### src/core/twr_map.vh
// Constants for the two-wire register host controller
// Functional notes
// - Serial clock at most pixel clock over 22
// - Register addresses always sixteen bits wide
// - Data moved as sixteen-bit words only
// - Start: data falls, stop: data rises, clock high
// - Bytes MSB first, each followed by acknowledge
// - Data changes only while clock is low
// - Transmitter releases data; receiver pulls low
// - Data left high means no-acknowledge
// - Host ends write with stop or restart
// - Read: address write, restart, read byte
// - Random read: dummy write, restart, read, stop
// - Host ends a plain write with a stop; a read's address write ends with a restart
// - Register address high byte first, then low
`ifndef TWR_MAP_VH
`define TWR_MAP_VH
`define TWR_MCLK_MHZ 200
`define TWR_PIX_DIV 22
`define TWR_SLA_LO 7'h48
`define TWR_SLA_HI 7'h5D
`define TWR_DIR_WR 1'b0
`define TWR_DIR_RD 1'b1
`define TWR_STG_SLAW 3'h0
`define TWR_STG_AHI 3'h1
`define TWR_STG_ALO 3'h2
`define TWR_STG_DATA 3'h3
`define TWR_STG_SLAR 3'h4
`define TWR_PH_0 2'h0
`define TWR_PH_1 2'h1
`define TWR_PH_2 2'h2
`define TWR_PH_3 2'h3
`define TWR_FREE_QTRS 4'h4
`endif

### src/core/twr_sync.v
// Two-flop synchroniser for one pin input
`timescale 1ns/10ps
module twr_sync #(
  parameter RST_VAL = 1'b1
) (
  input wire clk,
  input wire rst_b,
  input wire d,
  output wire q
);
  reg meta_q;
  reg sync_q;
  always @(posedge clk) begin
    if (!rst_b) begin
      meta_q <= RST_VAL;
      sync_q <= RST_VAL;
    end else begin
      meta_q <= d;
      sync_q <= meta_q;
    end
  end
  assign q = sync_q;
endmodule

### src/core/twr_buf2.v
// Two-entry valid/ready buffer for read data
`timescale 1ns/10ps
module twr_buf2 #(
  parameter W = 8
) (
  input wire clk,
  input wire rst_b,
  input wire in_valid,
  output wire in_ready,
  input wire [W-1:0] in_data,
  output wire out_valid,
  input wire out_ready,
  output wire [W-1:0] out_data
);
  reg [W-1:0] mem_q [0:1];
  reg wr_q;
  reg rd_q;
  reg [1:0] cnt_q;
  wire push;
  wire pop;
  assign in_ready = (cnt_q != 2'h2);
  assign out_valid = (cnt_q != 2'h0);
  assign out_data = mem_q[rd_q];
  assign push = in_valid & in_ready;
  assign pop = out_valid & out_ready;
  always @(posedge clk) begin
    if (!rst_b) begin
      wr_q <= 1'b0;
      rd_q <= 1'b0;
      cnt_q <= 2'h0;
      mem_q[0] <= {W{1'b0}};
      mem_q[1] <= {W{1'b0}};
    end else begin
      if (push) begin
        mem_q[wr_q] <= in_data;
        wr_q <= ~wr_q;
      end
      if (pop) begin
        rd_q <= ~rd_q;
      end
      if (push & ~pop) begin
        cnt_q <= cnt_q + 2'h1;
      end else if (pop & ~push) begin
        cnt_q <= cnt_q - 2'h1;
      end
    end
  end
endmodule

### src/core/twr_host.v
// Two-wire bus master that reads and writes sensor registers
`timescale 1ns/10ps
`include "twr_map.vh"
module twr_host #(
  parameter PIX_MHZ = 96,
  parameter LEN_W = 8
) (
  input wire MCLK,
  input wire RST_B,
  input wire CMD_VALID,
  output wire CMD_READY,
  input wire CMD_READ,
  input wire CMD_CUR,
  input wire CMD_SEL,
  input wire [15:0] CMD_ADDR,
  input wire [LEN_W-1:0] CMD_WORDS,
  input wire WR_VALID,
  output wire WR_READY,
  input wire [7:0] WR_DATA,
  output wire RD_VALID,
  input wire RD_READY,
  output wire [7:0] RD_DATA,
  output wire BUSY,
  output wire DONE,
  output wire NACK,
  input wire SCL_I,
  output wire SCL_O,
  output wire SCL_OE,
  input wire SDA_I,
  output wire SDA_O,
  output wire SDA_OE
);

  ////////////////////////////////////////////////////////////////////////////
  // Quarter-bit timing from the pixel clock limit

  // Round up so the bus never runs faster than allowed
  localparam integer QTR_RAW = (`TWR_MCLK_MHZ * `TWR_PIX_DIV + 4 * PIX_MHZ - 1) /
    (4 * PIX_MHZ);
  localparam integer QTR = (QTR_RAW < 1) ? 1 : QTR_RAW;
  localparam [31:0] QTR_M1 = QTR - 1;
  localparam [7:0] QTR_LAST = QTR_M1[7:0];

  localparam [8:0] S_IDLE = 9'h001;
  localparam [8:0] S_START = 9'h002;
  localparam [8:0] S_TX = 9'h004;
  localparam [8:0] S_RXACK = 9'h008;
  localparam [8:0] S_RX = 9'h010;
  localparam [8:0] S_PUSH = 9'h020;
  localparam [8:0] S_TXACK = 9'h040;
  localparam [8:0] S_STOP = 9'h080;
  localparam [8:0] S_FETCH = 9'h100;

  function [7:0] sla_byte;
    input sel;
    input rd;
    begin
      sla_byte = {(sel ? `TWR_SLA_HI : `TWR_SLA_LO), rd};
    end
  endfunction

  reg [7:0] qcnt_q;
  reg [8:0] state_q;
  reg fetch_q;
  reg [1:0] ph_q;
  reg [2:0] bit_q;
  reg [7:0] sh_q;
  reg [2:0] stage_q;
  reg sel_q;
  reg rd_q;
  reg [15:0] addr_q;
  reg [LEN_W:0] cnt_q;
  reg scl_oe_q;
  reg sda_oe_q;
  reg done_q;
  reg nack_q;
  reg ack_q;
  reg bus_busy_q;
  reg [3:0] free_q;
  reg sda_p_q;
  reg scl_p_q;
  wire tick;
  wire scl_s;
  wire sda_s;
  wire stretch;
  wire adv;
  wire buf_ready;
  wire push;
  wire start_seen;
  wire stop_seen;
  wire bus_free;

  ////////////////////////////////////////////////////////////////////////////
  // Divider and pin sampling

  assign tick = (qcnt_q == QTR_LAST);

  always @(posedge MCLK) begin
    if (!RST_B) begin
      qcnt_q <= 8'h00;
    end else if (tick) begin
      qcnt_q <= 8'h00;
    end else begin
      qcnt_q <= qcnt_q + 8'h01;
    end
  end

  twr_sync #(.RST_VAL(1'b1)) u_scl_sync (
    .clk(MCLK),
    .rst_b(RST_B),
    .d(SCL_I),
    .q(scl_s)
  );

  twr_sync #(.RST_VAL(1'b1)) u_sda_sync (
    .clk(MCLK),
    .rst_b(RST_B),
    .d(SDA_I),
    .q(sda_s)
  );

  // A released clock still held low by the far side stalls the bit
  assign stretch = ~scl_oe_q & ~scl_s & ph_q[1];
  assign adv = tick & ~stretch;

  ////////////////////////////////////////////////////////////////////////////
  // Bus monitor

  always @(posedge MCLK) begin
    if (!RST_B) begin
      sda_p_q <= 1'b1;
      scl_p_q <= 1'b1;
    end else begin
      sda_p_q <= sda_s;
      scl_p_q <= scl_s;
    end
  end

  assign start_seen = scl_s & scl_p_q & sda_p_q & ~sda_s;
  assign stop_seen = scl_s & scl_p_q & ~sda_p_q & sda_s;

  always @(posedge MCLK) begin
    if (!RST_B) begin
      bus_busy_q <= 1'b0;
      free_q <= 4'h0;
    end else begin
      if (start_seen) begin
        bus_busy_q <= 1'b1;
      end else if (stop_seen) begin
        bus_busy_q <= 1'b0;
      end
      if (~scl_s | ~sda_s | bus_busy_q) begin
        free_q <= 4'h0;
      end else if (tick & (free_q != `TWR_FREE_QTRS)) begin
        free_q <= free_q + 4'h1;
      end
    end
  end

  // Both lines high for a few quarters before a new start
  assign bus_free = ~bus_busy_q & scl_s & sda_s & (free_q == `TWR_FREE_QTRS);

  ////////////////////////////////////////////////////////////////////////////
  // Handshakes

  assign CMD_READY = (state_q == S_IDLE) & bus_free;
  assign WR_READY = fetch_q & (state_q == S_FETCH);
  assign push = (state_q == S_PUSH) & buf_ready;

  twr_buf2 #(.W(8)) u_rd_buf (
    .clk(MCLK),
    .rst_b(RST_B),
    .in_valid(state_q == S_PUSH),
    .in_ready(buf_ready),
    .in_data(sh_q),
    .out_valid(RD_VALID),
    .out_ready(RD_READY),
    .out_data(RD_DATA)
  );

  ////////////////////////////////////////////////////////////////////////////
  // Transfer sequencer

  always @(posedge MCLK) begin
    if (!RST_B) begin
      state_q <= S_IDLE;
      fetch_q <= 1'b0;
      ph_q <= `TWR_PH_0;
      bit_q <= 3'h7;
      sh_q <= 8'h00;
      stage_q <= `TWR_STG_SLAW;
      sel_q <= 1'b0;
      rd_q <= 1'b0;
      addr_q <= 16'h0000;
      cnt_q <= {(LEN_W + 1){1'b0}};
      scl_oe_q <= 1'b0;
      sda_oe_q <= 1'b0;
      done_q <= 1'b0;
      nack_q <= 1'b0;
      ack_q <= 1'b0;
    end else begin
      done_q <= 1'b0;
      case (state_q)
        S_IDLE: begin
          fetch_q <= 1'b0;
          if (CMD_VALID & CMD_READY) begin
            sel_q <= CMD_SEL;
            rd_q <= CMD_READ;
            addr_q <= CMD_ADDR;
            // Whole words only; an empty read still fetches one word
            if (CMD_READ & (CMD_WORDS == {LEN_W{1'b0}})) begin
              cnt_q <= {{(LEN_W - 1){1'b0}}, 2'h2};
            end else begin
              cnt_q <= {CMD_WORDS, 1'b0};
            end
            stage_q <= (CMD_READ & CMD_CUR) ? `TWR_STG_SLAR : `TWR_STG_SLAW;
            nack_q <= 1'b0;
            ph_q <= `TWR_PH_0;
            state_q <= S_START;
          end
        end
        S_START: begin
          if (adv) begin
            ph_q <= ph_q + 2'h1;
            case (ph_q)
              `TWR_PH_0: sda_oe_q <= 1'b0;
              `TWR_PH_1: scl_oe_q <= 1'b0;
              `TWR_PH_2: sda_oe_q <= 1'b1;
              default: begin
                scl_oe_q <= 1'b1;
                sh_q <= sla_byte(sel_q, stage_q == `TWR_STG_SLAR);
                bit_q <= 3'h7;
                state_q <= S_TX;
              end
            endcase
          end
        end
        S_TX: begin
          if (adv) begin
            ph_q <= ph_q + 2'h1;
            case (ph_q)
              `TWR_PH_0: sda_oe_q <= ~sh_q[7];
              `TWR_PH_1: scl_oe_q <= 1'b0;
              `TWR_PH_2: sda_oe_q <= sda_oe_q;
              default: begin
                scl_oe_q <= 1'b1;
                sh_q <= {sh_q[6:0], 1'b0};
                bit_q <= bit_q - 3'h1;
                if (bit_q == 3'h0) begin
                  state_q <= S_RXACK;
                end
              end
            endcase
          end
        end
        S_RXACK: begin
          if (adv) begin
            ph_q <= ph_q + 2'h1;
            case (ph_q)
              `TWR_PH_0: sda_oe_q <= 1'b0;
              `TWR_PH_1: scl_oe_q <= 1'b0;
              `TWR_PH_2: ack_q <= ~sda_s;
              default: begin
                scl_oe_q <= 1'b1;
                bit_q <= 3'h7;
                if (!ack_q) begin
                  // Unanswered address or byte: give up cleanly
                  nack_q <= 1'b1;
                  state_q <= S_STOP;
                end else if (stage_q == `TWR_STG_SLAW) begin
                  sh_q <= addr_q[15:8];
                  stage_q <= `TWR_STG_AHI;
                  state_q <= S_TX;
                end else if (stage_q == `TWR_STG_AHI) begin
                  sh_q <= addr_q[7:0];
                  stage_q <= `TWR_STG_ALO;
                  state_q <= S_TX;
                end else if (stage_q == `TWR_STG_SLAR) begin
                  state_q <= S_RX;
                end else if ((stage_q == `TWR_STG_ALO) & rd_q) begin
                  stage_q <= `TWR_STG_SLAR;
                  state_q <= S_START;
                end else if ((stage_q == `TWR_STG_ALO) | (cnt_q == {(LEN_W + 1){1'b0}})) begin
                  stage_q <= `TWR_STG_DATA;
                  if (cnt_q == {(LEN_W + 1){1'b0}}) begin
                    state_q <= S_STOP;
                  end else begin
                    fetch_q <= 1'b1;
                    state_q <= S_FETCH;
                  end
                end else begin
                  fetch_q <= 1'b1;
                  state_q <= S_FETCH;
                end
              end
            endcase
          end
        end
        S_FETCH: begin
          // Clock parked low while the writer has no byte ready
          if (WR_VALID & fetch_q) begin
            fetch_q <= 1'b0;
            sh_q <= WR_DATA;
            bit_q <= 3'h7;
            cnt_q <= cnt_q - {{LEN_W{1'b0}}, 1'b1};
            ph_q <= `TWR_PH_0;
            state_q <= S_TX;
          end
        end
        S_RX: begin
          if (adv) begin
            ph_q <= ph_q + 2'h1;
            case (ph_q)
              `TWR_PH_0: sda_oe_q <= 1'b0;
              `TWR_PH_1: scl_oe_q <= 1'b0;
              `TWR_PH_2: sh_q <= {sh_q[6:0], sda_s};
              default: begin
                scl_oe_q <= 1'b1;
                bit_q <= bit_q - 3'h1;
                if (bit_q == 3'h0) begin
                  state_q <= S_PUSH;
                end
              end
            endcase
          end
        end
        S_PUSH: begin
          // Full buffer holds the clock low, so no byte is lost
          if (push) begin
            cnt_q <= cnt_q - {{LEN_W{1'b0}}, 1'b1};
            ph_q <= `TWR_PH_0;
            state_q <= S_TXACK;
          end
        end
        S_TXACK: begin
          if (adv) begin
            ph_q <= ph_q + 2'h1;
            case (ph_q)
              `TWR_PH_0: sda_oe_q <= (cnt_q != {(LEN_W + 1){1'b0}});
              `TWR_PH_1: scl_oe_q <= 1'b0;
              `TWR_PH_2: sda_oe_q <= sda_oe_q;
              default: begin
                scl_oe_q <= 1'b1;
                bit_q <= 3'h7;
                state_q <= (cnt_q != {(LEN_W + 1){1'b0}}) ? S_RX : S_STOP;
              end
            endcase
          end
        end
        S_STOP: begin
          if (adv) begin
            ph_q <= ph_q + 2'h1;
            case (ph_q)
              `TWR_PH_0: sda_oe_q <= 1'b1;
              `TWR_PH_1: scl_oe_q <= 1'b0;
              `TWR_PH_2: sda_oe_q <= 1'b0;
              default: begin
                done_q <= 1'b1;
                state_q <= S_IDLE;
              end
            endcase
          end
        end
        default: begin
          state_q <= S_IDLE;
        end
      endcase
    end
  end

  ////////////////////////////////////////////////////////////////////////////
  // Outputs

  // Open-drain pins: only ever pulled low, never driven high
  assign SCL_O = 1'b0;
  assign SCL_OE = scl_oe_q;
  assign SDA_O = 1'b0;
  assign SDA_OE = sda_oe_q;
  assign BUSY = (state_q != S_IDLE);
  assign DONE = done_q;
  assign NACK = nack_q;

endmodule

### config.mk
export PLATFORM = sky130hd
export DESIGN_NAME = twr_host
export DESIGN_NICKNAME = d
export VERILOG_FILES = /design/src/core/twr_sync.v /design/src/core/twr_buf2.v /design/src/core/twr_host.v
export VERILOG_INCLUDE_DIRS = /design/src /design/src/core
export SDC_FILE = /design/constraint.sdc
export NUM_CORES = 1
export LEC_CHECK = 0
export BUFFER_PORTS_ARGS = -buffer_cell sky130_fd_sc_hd__buf_2
export CAP_MARGIN = 40
export CORE_MARGIN = 2
export CORE_UTILIZATION = 45
export DETAILED_ROUTE_END_ITERATION = 8
export PLACE_DENSITY_LB_ADDON = 0.15
export SETUP_SLACK_MARGIN = 0.4
export SLEW_MARGIN = 10
export SYNTH_ARGS = -nofsm -noshare
export SYNTH_HDL_FRONTEND = slang
export SYNTH_SLANG_ARGS = --single-unit
### constraint.sdc
create_clock -name MCLK -period 2.5 [get_ports MCLK]
set_input_delay 0.5 -clock MCLK [delete_from_list [all_inputs] [get_ports MCLK]]
set_output_delay 0.5 -clock MCLK [all_outputs]
set_load 0.02 [all_outputs]
# Yosys cells after proc, flatten, opt, wreduce, memory -nomap -nowiden
# Memory sizes are Yosys's and may differ from the RTL's. A register that Yosys moved wholly into a read port is not among the register bits.
# Index checks and enable logic that the tools add are counted.
# word_totals
mem_bits_rw	16
mem_count	1
out_inout_bits	18
ff_bits	81
# op_classes
bitwise	38
mux	113
n_addsub	7
reduce_logical	40
n_eq_ne	61
# memory_table
name	depth	word_bits	read_ports	rd_clocked_by_memory_dff	write_ports	line_no	source
u_rd_buf.mem_q	2	8	1	1	2	twr_buf2.v:15	reg [W-1:0] mem_q [0:1];
# ops
cell	n
9-bit 2-to-1 mux	28
8-bit 2-to-1 mux	14
9-bit case mux with 9 select lines	1
2-bit inequality test (second input constant)	29
3-bit 2-to-1 mux	15
8-bit case mux with 5 select lines	1
1-bit 2-to-1 mux	36
9-bit case mux with 3 select lines	1
1-bit AND	23
17-bit AND reduction	1
2-bit by 1-bit inequality test with 1-bit output (second input constant)	8
5-bit AND reduction	3
2-bit 2-to-1 mux	6
3-bit inequality test (second input constant)	4
1-bit NOT	12
12-bit AND reduction	1
11-bit AND reduction	1
1-bit case mux with 2 select lines	5
10-bit AND reduction	1
2-bit nonzero test	5
5-bit nonzero test	2
2-bit OR reduction	5
9-bit by 1-bit equality test with 1-bit output (second input constant)	1
9-bit by 2-bit equality test with 1-bit output (second input constant)	1
47 further kinds	55

# Longest topological paths before layout
# Gate-level depths: netlist of the first run.
# depth
ltp_word	11
ltp_mapped	10

# By module
# From an unflattened synthesis of the first run, not the netlist that was laid out.
# hier_totals
cells_unflattened	610
area_unflattened_um2	5175.0
# by_module_without_submodules
mod	area_each_um2	n_inst	seq_area_each_um2	cells_each
twr_host	4126.5	1	1461.4	526
twr_buf2	943.4	1	580.6	76
twr_sync	52.6	2	40.0	4

# Least setup slack after synthesis of the first run
# Ideal clock, no wire load.
# synth_path
kind	flip-flop to flip-flop
from	reg qcnt_q[0]
to	reg state_q[1]
path_stages_with_launch	8
setup_ns	0.070
required_time_ns	2.430
arrival_ns	2.517
setup_slack_ns	-0.088
path_cell_list	dfxtp_1 -> ha_1 -> or4b_4 -> nor3_4 -> a21oi_1 -> or4_4 -> or3_1 -> a21oi_1
# synth_between
elab_chain_len	4
word_cells_on_any_way	9
cone_classes	eq/ne: 7; bitwise: 1; reduce/logical: 1
# synth_rtl
item	line_no	source
start, declared	twr_host.v:62	reg [7:0] qcnt_q;
start signal, assigned	twr_host.v:104	qcnt_q <= qcnt_q + 8'h01;
8-bit by 4-bit equality test with 1-bit output (*)	twr_host.v:96	assign tick = (qcnt_q == QTR_LAST);
1-bit AND (*)	twr_host.v:124	assign adv = tick & ~stretch;
2-bit inequality test (no line)	n/a	
17-bit AND reduction (no line) (*)	n/a	
end signal, assigned	twr_host.v:345	state_q <= (cnt_q != {(LEN_W + 1){1'b0}}) ? S_RX : S_STOP;
end, declared	twr_host.v:63	reg [8:0] state_q;
# Mark *: on every way between the ends. The rest lies on a longest branch, timed or not.
# A chain may end at the register's enable or synchronous reset.

# Worst setup path after layout of the first run
# layout_path
from	reg qcnt_q[1]
to	reg state_q[1]
# Same word-level chain as after synthesis.

==> flow_summary.toml, run 1 <==
[run_status]
status = "completed"

[critical_path]
ff2ff_path_depth = 7
r2r_start = "qcnt_q[1]$_SDFF_PP0_"
endpoint_kind = "register"
startpoint = "qcnt_q[1]$_SDFF_PP0_"
path_max_fanout = 5
r2r_slack_ns = 0.03
arrival_ns = 2.76
r2r_end = "state_q[1]$_SDFFE_PN0P_"
worstPathRequired_ns = 2.79
cp-start-kind = "register"
critPathKind = "reg -> reg"
crit_end = "state_q[1]$_SDFFE_PN0P_"

[logic_synthesis]
synth_flop_cell = "dfxtp_1"
yosys.cell_count.top_type = "dfxtp_1"
netlist.area_leader.share = 0.311
ys_ff_latch = 98
yosysWarningCount = 0
synth_area_um2 = 5270
async_reset_ff_frac = 0
yosysUniqueCellTypes = 74
synth-edff-count = 16
synth_common_cells = "dfxtp_1 (82), nand2_1 (74), nor2_1 (56), a21oi_1 (46)"
avgSynthCellArea_um2 = 8.65
synth_top_area_cell = "dfxtp_1"
synth.area.top_cells = "dfxtp_1 (31%), edfxtp_1 (9.1%), nand2_1 (5.3%), a21oi_1 (4.4%), nor2_1 (4.0%)"
ys_seq_area_frac = 0.403
postSynthCellCount = 609

[die]
die_h_um = 112
die-area_um2 = 12600
start_util = 0.462
ios = 60
dieWidth_um = 112
placementRows = 39
core_um2 = 11400

[routing]
vias = 5232
drt_iter0_drc = 394
drc = 0
firstDrtPassIters = 5
ant_nets = 0
wl_per_cell_um = 18.0
avgViaCountPerCell = 6.01
drt-total-wl_mm = 15.6

[final_layout]
finalNonFillerCells = 870
final_core_util = 0.612
antenna_cells = 0
drive_gt1_frac = 0.373
area_growth_syn_to_layout_pct = 32.5
layout.nets = 776
fin_area_um2 = 6990

[power]
finalPower_mw = 5.22
power_density_nw_per_um2 = 747
peakVddDrop_uv = 448
p_leak_nw = 2.74

[sta]
hold_violations = 0
final.period_utilization = 0.987
slew_viol_final = 0
slew_headroom = 0.611
fmax_mhz = 405
fin_skew_ns = 0.0142
period_minus_slack_ns = 2.47
tightest_slew_ns = 0.584
rsz0062_at_grt = "true"
finalSetupViolations = 0
fin_tns_setup_ns = 0

[clocking]
path_clk_slew_ns = 0.08
cts_tree = "done"
clock_sinks = 98
root_buffer = "clkbuf_16"
cts_buffer_depth = 2
cts_max_level = 3
cts_buffers = 9
insertion_delay_ns = 0.36

[grt]
gr-total-overflow = 0
grt_pass1_wl_mm = 24.6
antenna_found_initial = 0
grt_usage = 0.244
grt_pass1_vias = 4957
grt_start_max_net_pins = 51

[hold_path]
hold_depth = 2
worstHoldPathType = "in -> reg"

[placed_design]
gp_congestion = 0.955
port_buffers = 57
post-place-cells = 811
dpl.hpwl_mm = 10.3
placed_cell_area_um2 = 6020

[job]
cap_violations = 0
[cells in the final DEF (no fill, tap or decap), types with 4 or more instances in the layout]
master and instances:
inv_1 12, nor3_4 4, a311oi_1 5, nand3_1 16
mux2i_1 8, and2_1 20, edfxtp_1 16, or2_2 6
nor2_1 47, dfxtp_2 8, nor3_1 12, nand2_1 71
xor2_1 13, buf_4 69, clkbuf_16 9, nor4_4 8
a31oi_1 9, nor2_2 7, buf_2 56, nor4_1 4
a21oi_1 39, ha_1 10, or3_4 5, or4_4 4
mux2_2 14, o221a_2 5, a21oi_2 7, o21ai_0 12
nand2b_1 11, buf_6 12, dfxtp_1 72, a222oi_1 5
xnor2_1 7, and3_1 4
[state kept, by name, summed over array words and instances, names as in the netlist, 2 cells and up, named ones only]
| signal | cells |
|---|---|
| qcnt_q | 8 |
| free_q | 4 |
| cnt_q | 9 |
| state_q | 9 |
| ph_q | 2 |
| stage_q | 3 |
| bit_q | 3 |
| addr_q | 16 |
| u_rd_buf.cnt_q | 2 |
| sh_q | 8 |
| u_rd_buf.mem_q | 16 |
[worst min-delay path by stage]
stage | start | endpoint | slack [ns]
floorplan | u_scl_sync.meta_q$_SDFF_PN1_ | u_scl_sync.q$_SDFF_PN1_ | 0.39
detailed placement | u_scl_sync.meta_q$_SDFF_PN1_ | u_scl_sync.q$_SDFF_PN1_ | 0.40
finish | SDA_I | u_sda_sync.meta_q$_SDFF_PN1_ | 0.32
CTS | SDA_I | u_sda_sync.meta_q$_SDFF_PN1_ | 0.31
global placement | u_sda_sync.meta_q$_SDFF_PN1_ | u_sda_sync.q$_SDFF_PN1_ | 0.39
global route | SDA_I | u_sda_sync.meta_q$_SDFF_PN1_ | 0.34
[kinds of logic (layout without fill, tap and decap cells)]
family	count (synthesis)	count (layout)	share of synthesized area
buffers and inverters	54	170	0.0475
flip-flops	98	98	0.403
AO/OA/AOI/OAI	138	138	0.180
other	1	2	0.000712
AND/OR/NAND/NOR	264	265	0.262
multiplexers	22	22	0.0451
XOR/XNOR	20	20	0.0332
adder cells (fa/ha/maj)	12	12	0.0285
[final cells by class]
| type | instances | area, um2 |
|---|---|---|
| clock buffer | 10 | 229 |
| tap | 143 | 179 |
| inverter | 14 | 52.6 |
| fill | 998 | 4430 |
| sequential | 98 | 2140 |
| clock inverter | 6 | 40.0 |
| multi-input combinational | 459 | 3360 |
| timing repair buffer | 140 | 983 |
[critical path, stage by stage (launching register included)]
cell and delay [ns]:
dfxtp_2 0.35, ha_4 0.13, or4b_4 0.49, nor3_4 0.26, o22ai_2 0.12, or4_4 0.57
or3_4 0.35, a21oi_2 0.12
[where the power goes]
| group | internal (mW) | switching [mW] |
|---|---|---|
| clock | 0.679 | 0.623 |
| sequential | 1.70 | 0.126 |
| combinational | 0.970 | 1.12 |
[layer usage]
layer,vias up,wire (um),global-route usage,part of all wire
met5,-,0,0,0
met4,0,393,0.0911,0.025
met3,36,925,0.0335,0.059
met2,204,7450,0.399,0.48
met1,2548,6870,0.331,0.44
li1,2444,-,-,-
[through the flow]
stage	hold WS, ns	setup slack (ns)
after floorplan	0.386	0.0411
after global placement	0.393	0.0366
after detailed placement	0.400	0.00509
after CTS	0.314	0.0409
after global routing	0.338	-0.0427
final	0.323	0.0330
[timing repair]
item / CTS / global route
setup endpoints to repair: 84 / 72
hold buffers: 0 / 0
buffers inserted: 24 / 15
gates resized for setup: 54 / 37
gates cloned: 2 / 2
pin swaps: 30 / 11
Power figures use the tool's default switching activity.
==> run 2: changes to the inputs <==
Settings changed: CELL_PAD_IN_SITES_DETAIL_PLACEMENT set to 0, CELL_PAD_IN_SITES_GLOBAL_PLACEMENT set to 1, CORE_UTILIZATION 45 to 40, SYNTH_HIERARCHICAL set to 1.
==> run 2 against run 1 <==
Compared with the run above:
- hold slack improved by 0.0070 ns
- first-iteration DRC count down 0.76%
- sequential cell count unchanged
- non-clock buffer count grew 8
- sequential power decreased by 3%
- cell count up 4.4%
- utilization is 5.7 points lower
- critical path depth unchanged
- critical endpoint is now sh_q[3]$_SDFFE_PN0P_
==> flow_summary.toml, run 2 <==
[critical_path]
cp-start-kind = "register"
worstPathRequired_ns = 2.77
ff2ff_path_depth = 7
r2r_slack_ns = 0.15
arrival_ns = 2.61
path_max_fanout = 7
endpoint_kind = "register"
critPathKind = "reg -> reg"

[sta]
finalSetupViolations = 0
fin_skew_ns = 0.00865
period_minus_slack_ns = 2.35
fmax_mhz = 426
tightest_slew_ns = 0.583
final.period_utilization = 0.939
hold_ws_ns = 0.330
slew_headroom = 0.609
hold_violations = 0
rsz0062_at_grt = "true"
slew_viol_final = 0

[placed_design]
gp_congestion = 0.843
dpl.hpwl_mm = 9.92
post-place-cells = 845
port_buffers = 57

[logic_synthesis]
synth.area.top_cells = "dfxtp_1 (32%), edfxtp_1 (9.3%), nand2_1 (5.1%), o21ai_0 (5.1%), nor2_1 (5.1%)"
synth_flop_cell = "dfxtp_1"
yosys.cell_count.top_type = "dfxtp_1"
ys_seq_area_frac = 0.410
synth_top_area_cell = "dfxtp_1"
postSynthCellCount = 610
netlist.area_leader.share = 0.317
synth_common_cells = "dfxtp_1 (82), nand2_1 (71), nor2_1 (70), o21ai_0 (53), a21oi_1 (41)"
synth-edff-count = 16
avgSynthCellArea_um2 = 8.48
ys_ff_latch = 98
yosysUniqueCellTypes = 74
synth_area_um2 = 5170
async_reset_ff_frac = 0
yosysWarningCount = 6

[routing]
wl_per_cell_um = 16.7
drt_iter0_drc = 391
firstDrtPassIters = 5
vias = 4941
avgViaCountPerCell = 5.44
ant_nets = 0
drt-total-wl_mm = 15.2
drc = 0

[power]
finalPower_mw = 5.01
p_leak_nw = 2.70
peakVddDrop_uv = 358
power_density_nw_per_um2 = 716

[die]
start_util = 0.410
ios = 60
die_h_um = 118
die-area_um2 = 13900
core_um2 = 12600
placementRows = 41
dieWidth_um = 118

[grt]
grt_start_max_net_pins = 40
antenna_found_initial = 0
grt_pass1_vias = 4697
gr-total-overflow = 0
grt_pass1_wl_mm = 23.7
grt_usage = 0.209

[clocking]
cts_buffers = 9
clock_sinks = 98
cts_tree = "done"
insertion_delay_ns = 0.35
cts_buffer_depth = 2
root_buffer = "clkbuf_16"
path_clk_slew_ns = 0.08
cts_max_level = 3

[job]
cap_violations = 0

[final_layout]
finalNonFillerCells = 908
antenna_cells = 0
mostFrequentLayoutCell = "dfxtp_1"
n_fill_cell = 1147
layout.nets = 785
area_growth_syn_to_layout_pct = 35.3
reg_top3 = "addr_q: 16 flops, u_rd_buf/mem_q: 16 flops"
final_cell_mix = "dfxtp_1 (72), buf_4 (69), nand2_1 (66)"
drive_gt1_frac = 0.352

[hold_path]
hold_depth = 2
worstHoldPathType = "in -> reg"

[run_status]
status = "completed"
[run 2: changes by cell type after synthesis, sizes merged, moves of 5 or more]
cell	before	now
a21oi	46	41
buf	19	13
clkbuf	21	27
o21ai	17	54
and3	5	11
or3	9	4
nor4	13	7
and2	21	7
o221a	6	0
nor2	56	70
[run 2: logic make-up after synthesis]
logic type / after synthesis / share of synthesized area
fa+ha+maj: 12 / 0.0290
compound gates: 151 / 0.181
other cells: 1 / 0.000725
simple gates: 252 / 0.257
xor+xnor: 20 / 0.0338
mux: 20 / 0.0418
flops: 98 / 0.410
buf+inv: 56 / 0.0464
[run 2: what timing repair did]
action,CTS,global route
endpoints found under the setup margin,78,79
setup buffers,26,18
cloned,2,1
hold endpoints to repair,0,0
resized for setup,56,55
pin swaps,20,26
hold buffers,0,0
[run 2: layout make-up]
class / count / area [um2] / share of cell area
well taps: 172 / 215 / 0.0307
clock buffers: 9 / 225 / 0.0322
multi-input cells: 458 / 3190 / 0.456
flip-flops and latches: 98 / 2140 / 0.306
inverters: 16 / 62.6 / 0.00893
clock inverters: 7 / 83.8 / 0.0120
repair buffers: 148 / 1080 / 0.154
[run 2: worst paths after layout]
kind                                      from                            to
setup / recovery       state_q[4]$_SDFFE_PN0P_          sh_q[3]$_SDFFE_PN0P_
hold / removal                           SCL_I  u_scl_sync/meta_q$_SDFF_PN1_
setup reg to reg       state_q[4]$_SDFFE_PN0P_          sh_q[3]$_SDFFE_PN0P_
hold reg to reg   u_scl_sync/meta_q$_SDFF_PN1_       u_scl_sync/q$_SDFF_PN1_
[run 2: layer usage]
metal | vias up | share of wire | GRT usage
li1 | 2427 | - | -
met3 | 30 | 0.045 | 0.0359
met5 | - | 0 | 0
met4 | 0 | 0.029 | 0.0806
met2 | 135 | 0.48 | 0.341
met1 | 2349 | 0.45 | 0.278
[run 2: power by group]
group	leakage (nW)	total [mW]	internal (mW)	switching, mW
combinational	1.74	1.78	0.826	0.952
sequential	0.820	1.78	1.69	0.0874
clock	0.142	1.46	0.794	0.663
total	2.70	5.01	3.31	1.70
[run 2: worst max-delay path, cell delays in order, from the launching register on]
cell	delay [ns]
dfxtp_2	0.33
or4_4	0.54
or3_4	0.38
o32ai_4	0.41
buf_6	0.16
nor4_4	0.04
buf_4	0.19
a311oi_1	0.21
[run 2: through the flow]
stage	instance area (um2)	utilization	setup WS (ns)	setup TNS, ns
after floorplan	5310	-	0.193	0
after global placement	5950	0.472	0.0336	0
after detailed placement	5950	0.472	-0.0234	-0.0234
after CTS	6670	0.529	0.122	0
after global routing	7000	0.555	0.0424	0
final	7000	0.555	0.152	0
==> run 3: changes to the inputs <==
Settings changed: CORE_UTILIZATION 40 to 48, SKIP_CTS_REPAIR_TIMING set to 1.
Clock period 2.5 ns to 3 ns, I/O delays scaled along.
==> run 3 against run 2 <==
Compared with the run above:
- clock skew decreased by 0.00050 ns
- hold slack better by 0.082 ns
- die area down 16%
==> flow_summary.toml, run 3 (synthesis gave the netlist of run 2 again) <==
[run_status]
status = "completed"

[clocking]
cts_max_level = 3
root_buffer = "clkbuf_8"
insertion_delay_ns = 0.38
path_clk_slew_ns = 0.09
cts_buffer_depth = 2
cts_buffers = 9
cts_tree = "done"
clock_sinks = 98

[die]
ios = 60
die_h_um = 108
dieWidth_um = 108
start_util = 0.497
placementRows = 37
core_um2 = 10400
die-area_um2 = 11600

[placed_design]
post-place-cells = 787
gp_congestion = 0.858
dpl.hpwl_mm = 9.16
port_buffers = 57
place_worst_setup_slack_ns = 0.194

[final_layout]
reg_top3 = "addr_q: 16 flops, u_rd_buf/mem_q: 16 flops"
n_fill_cell = 987
finalNonFillerCells = 812
mostFrequentLayoutCell = "dfxtp_1"
drive_gt1_frac = 0.214
final_cell_mix = "dfxtp_1 (78), nand2_1 (71), nor2_1 (69)"
antenna_cells = 0
area_growth_syn_to_layout_pct = 14.9
layout.nets = 725

[grt]
gr-total-overflow = 0
grt_pass1_vias = 4379
grt_pass1_wl_mm = 21.0
grt_start_max_net_pins = 40
grt_usage = 0.228
antenna_found_initial = 0

[sta]
finalWorstSetupSlack_ns = 0.460
fin_skew_ns = 0.00815
finalSetupViolations = 0
hold_violations = 0
slew_viol_final = 0
rsz0062_at_grt = "true"
final.period_utilization = 0.847
fin_tns_setup_ns = 0
period_minus_slack_ns = 2.54
fmax_mhz = 394
tightest_slew_ns = 0.674
slew_headroom = 0.549

[critical_path]
cpLargestDelayFamily = "simple AND/OR/NAND/NOR gates"
worstPathRequired_ns = 2.40
endpoint_kind = "primary output"
crit_chain = "nor4b_2 > and3_1 > inv_1 > buf_2"
critPathKind = "reg -> out"
cp-start-kind = "register"
path_max_fanout = 13
cp_slowest_cell = "dfxtp_1"
crit_buf_inv = 2
cp_slowest_stage_delay_ns = 0.46
arrival_ns = 1.94

[routing]
vias = 4653
wl_per_cell_um = 15.9
drt-total-wl_mm = 12.9
drt_iter0_drc = 302
ant_nets = 0
avgViaCountPerCell = 5.73
firstDrtPassIters = 5
drc = 0

[power]
finalPower_mw = 3.13
power_density_nw_per_um2 = 526
p_leak_nw = 2.24
peakVddDrop_uv = 268

[job]
cap_violations = 0

[hold_path]
worstHoldPathType = "reg -> reg"
-- run 3: cell types whose count changed in the layout (fill, tap and decap cells not counted), sizes merged --
cell,before,now
inv,19,16
clkinvlp,3,2
or2,5,4
clkbuf,9,14
bufinv,1,0
buf,148,89
-- run 3: worst reg2reg max path, delay by kind of cell (launching register included) --
kind                       cells  cell delay [ns]
DFF                            1             0.37
and+or+nand+nor                3             1.04
AOI/OAI and AO/OA              3             0.56
adders and majority gates      1             0.15
buffers and inverters          2             0.33
-- run 3: power breakdown --
part           switching (mW)  total (mW)  internal [mW]
logic                   0.548       0.872          0.323
registers              0.0835        1.48           1.40
clock network           0.449       0.775          0.326
total                    1.08        3.13           2.05
-- run 3: through the flow --
step / hold WS, ns / utilization / cell area, um2
2_1_floorplan: 0.386 / - / 5180
6_report: 0.412 / 0.571 / 5950
3_5_place_dp: 0.392 / 0.540 / 5630
5_1_grt: 0.398 / 0.571 / 5950
3_3_place_gp: 0.392 / 0.540 / 5630
4_1_cts: 0.395 / 0.556 / 5790
-- run 3: layout make-up --
| cell class | count | area [um2] | share of cell area |
|---|---|---|---|
| Tap cell | 136 | 170 | 0.0286 |
| Clock inverter | 2 | 15.0 | 0.00252 |
| Sequential cell | 98 | 2130 | 0.358 |
| Inverter | 16 | 60.1 | 0.0101 |
| Clock buffer | 14 | 153 | 0.0257 |
| Timing Repair Buffer | 89 | 526 | 0.0883 |
| Multi-Input combinational cell | 457 | 2890 | 0.486 |
-- run 3: final timing paths --
| kind | from | end | slack (ns) | cells past startpoint |
|---|---|---|---|---|
| max | state_q[1]$_SDFFE_PN0P_ | BUSY | 0.46 | 4 |
| min | u_sda_sync/meta_q$_SDFF_PN1_ | u_sda_sync/q$_SDFF_PN1_ | 0.41 | 1 |
| max reg2reg | qcnt_q[0]$_SDFF_PP0_ | stage_q[0]$_SDFFE_PN0P_ | 0.47 | 9 |
| min reg2reg | u_sda_sync/meta_q$_SDFF_PN1_ | u_sda_sync/q$_SDFF_PN1_ | 0.41 | 1 |
-- run 3: routing by layer --
layer	share of wire	global-route usage	up-vias
li1	-	-	2298
met1	0.45	0.299	2216
met2	0.48	0.380	122
met3	0.048	0.0357	17
met4	0.017	0.0852	0
met5	0	0	-
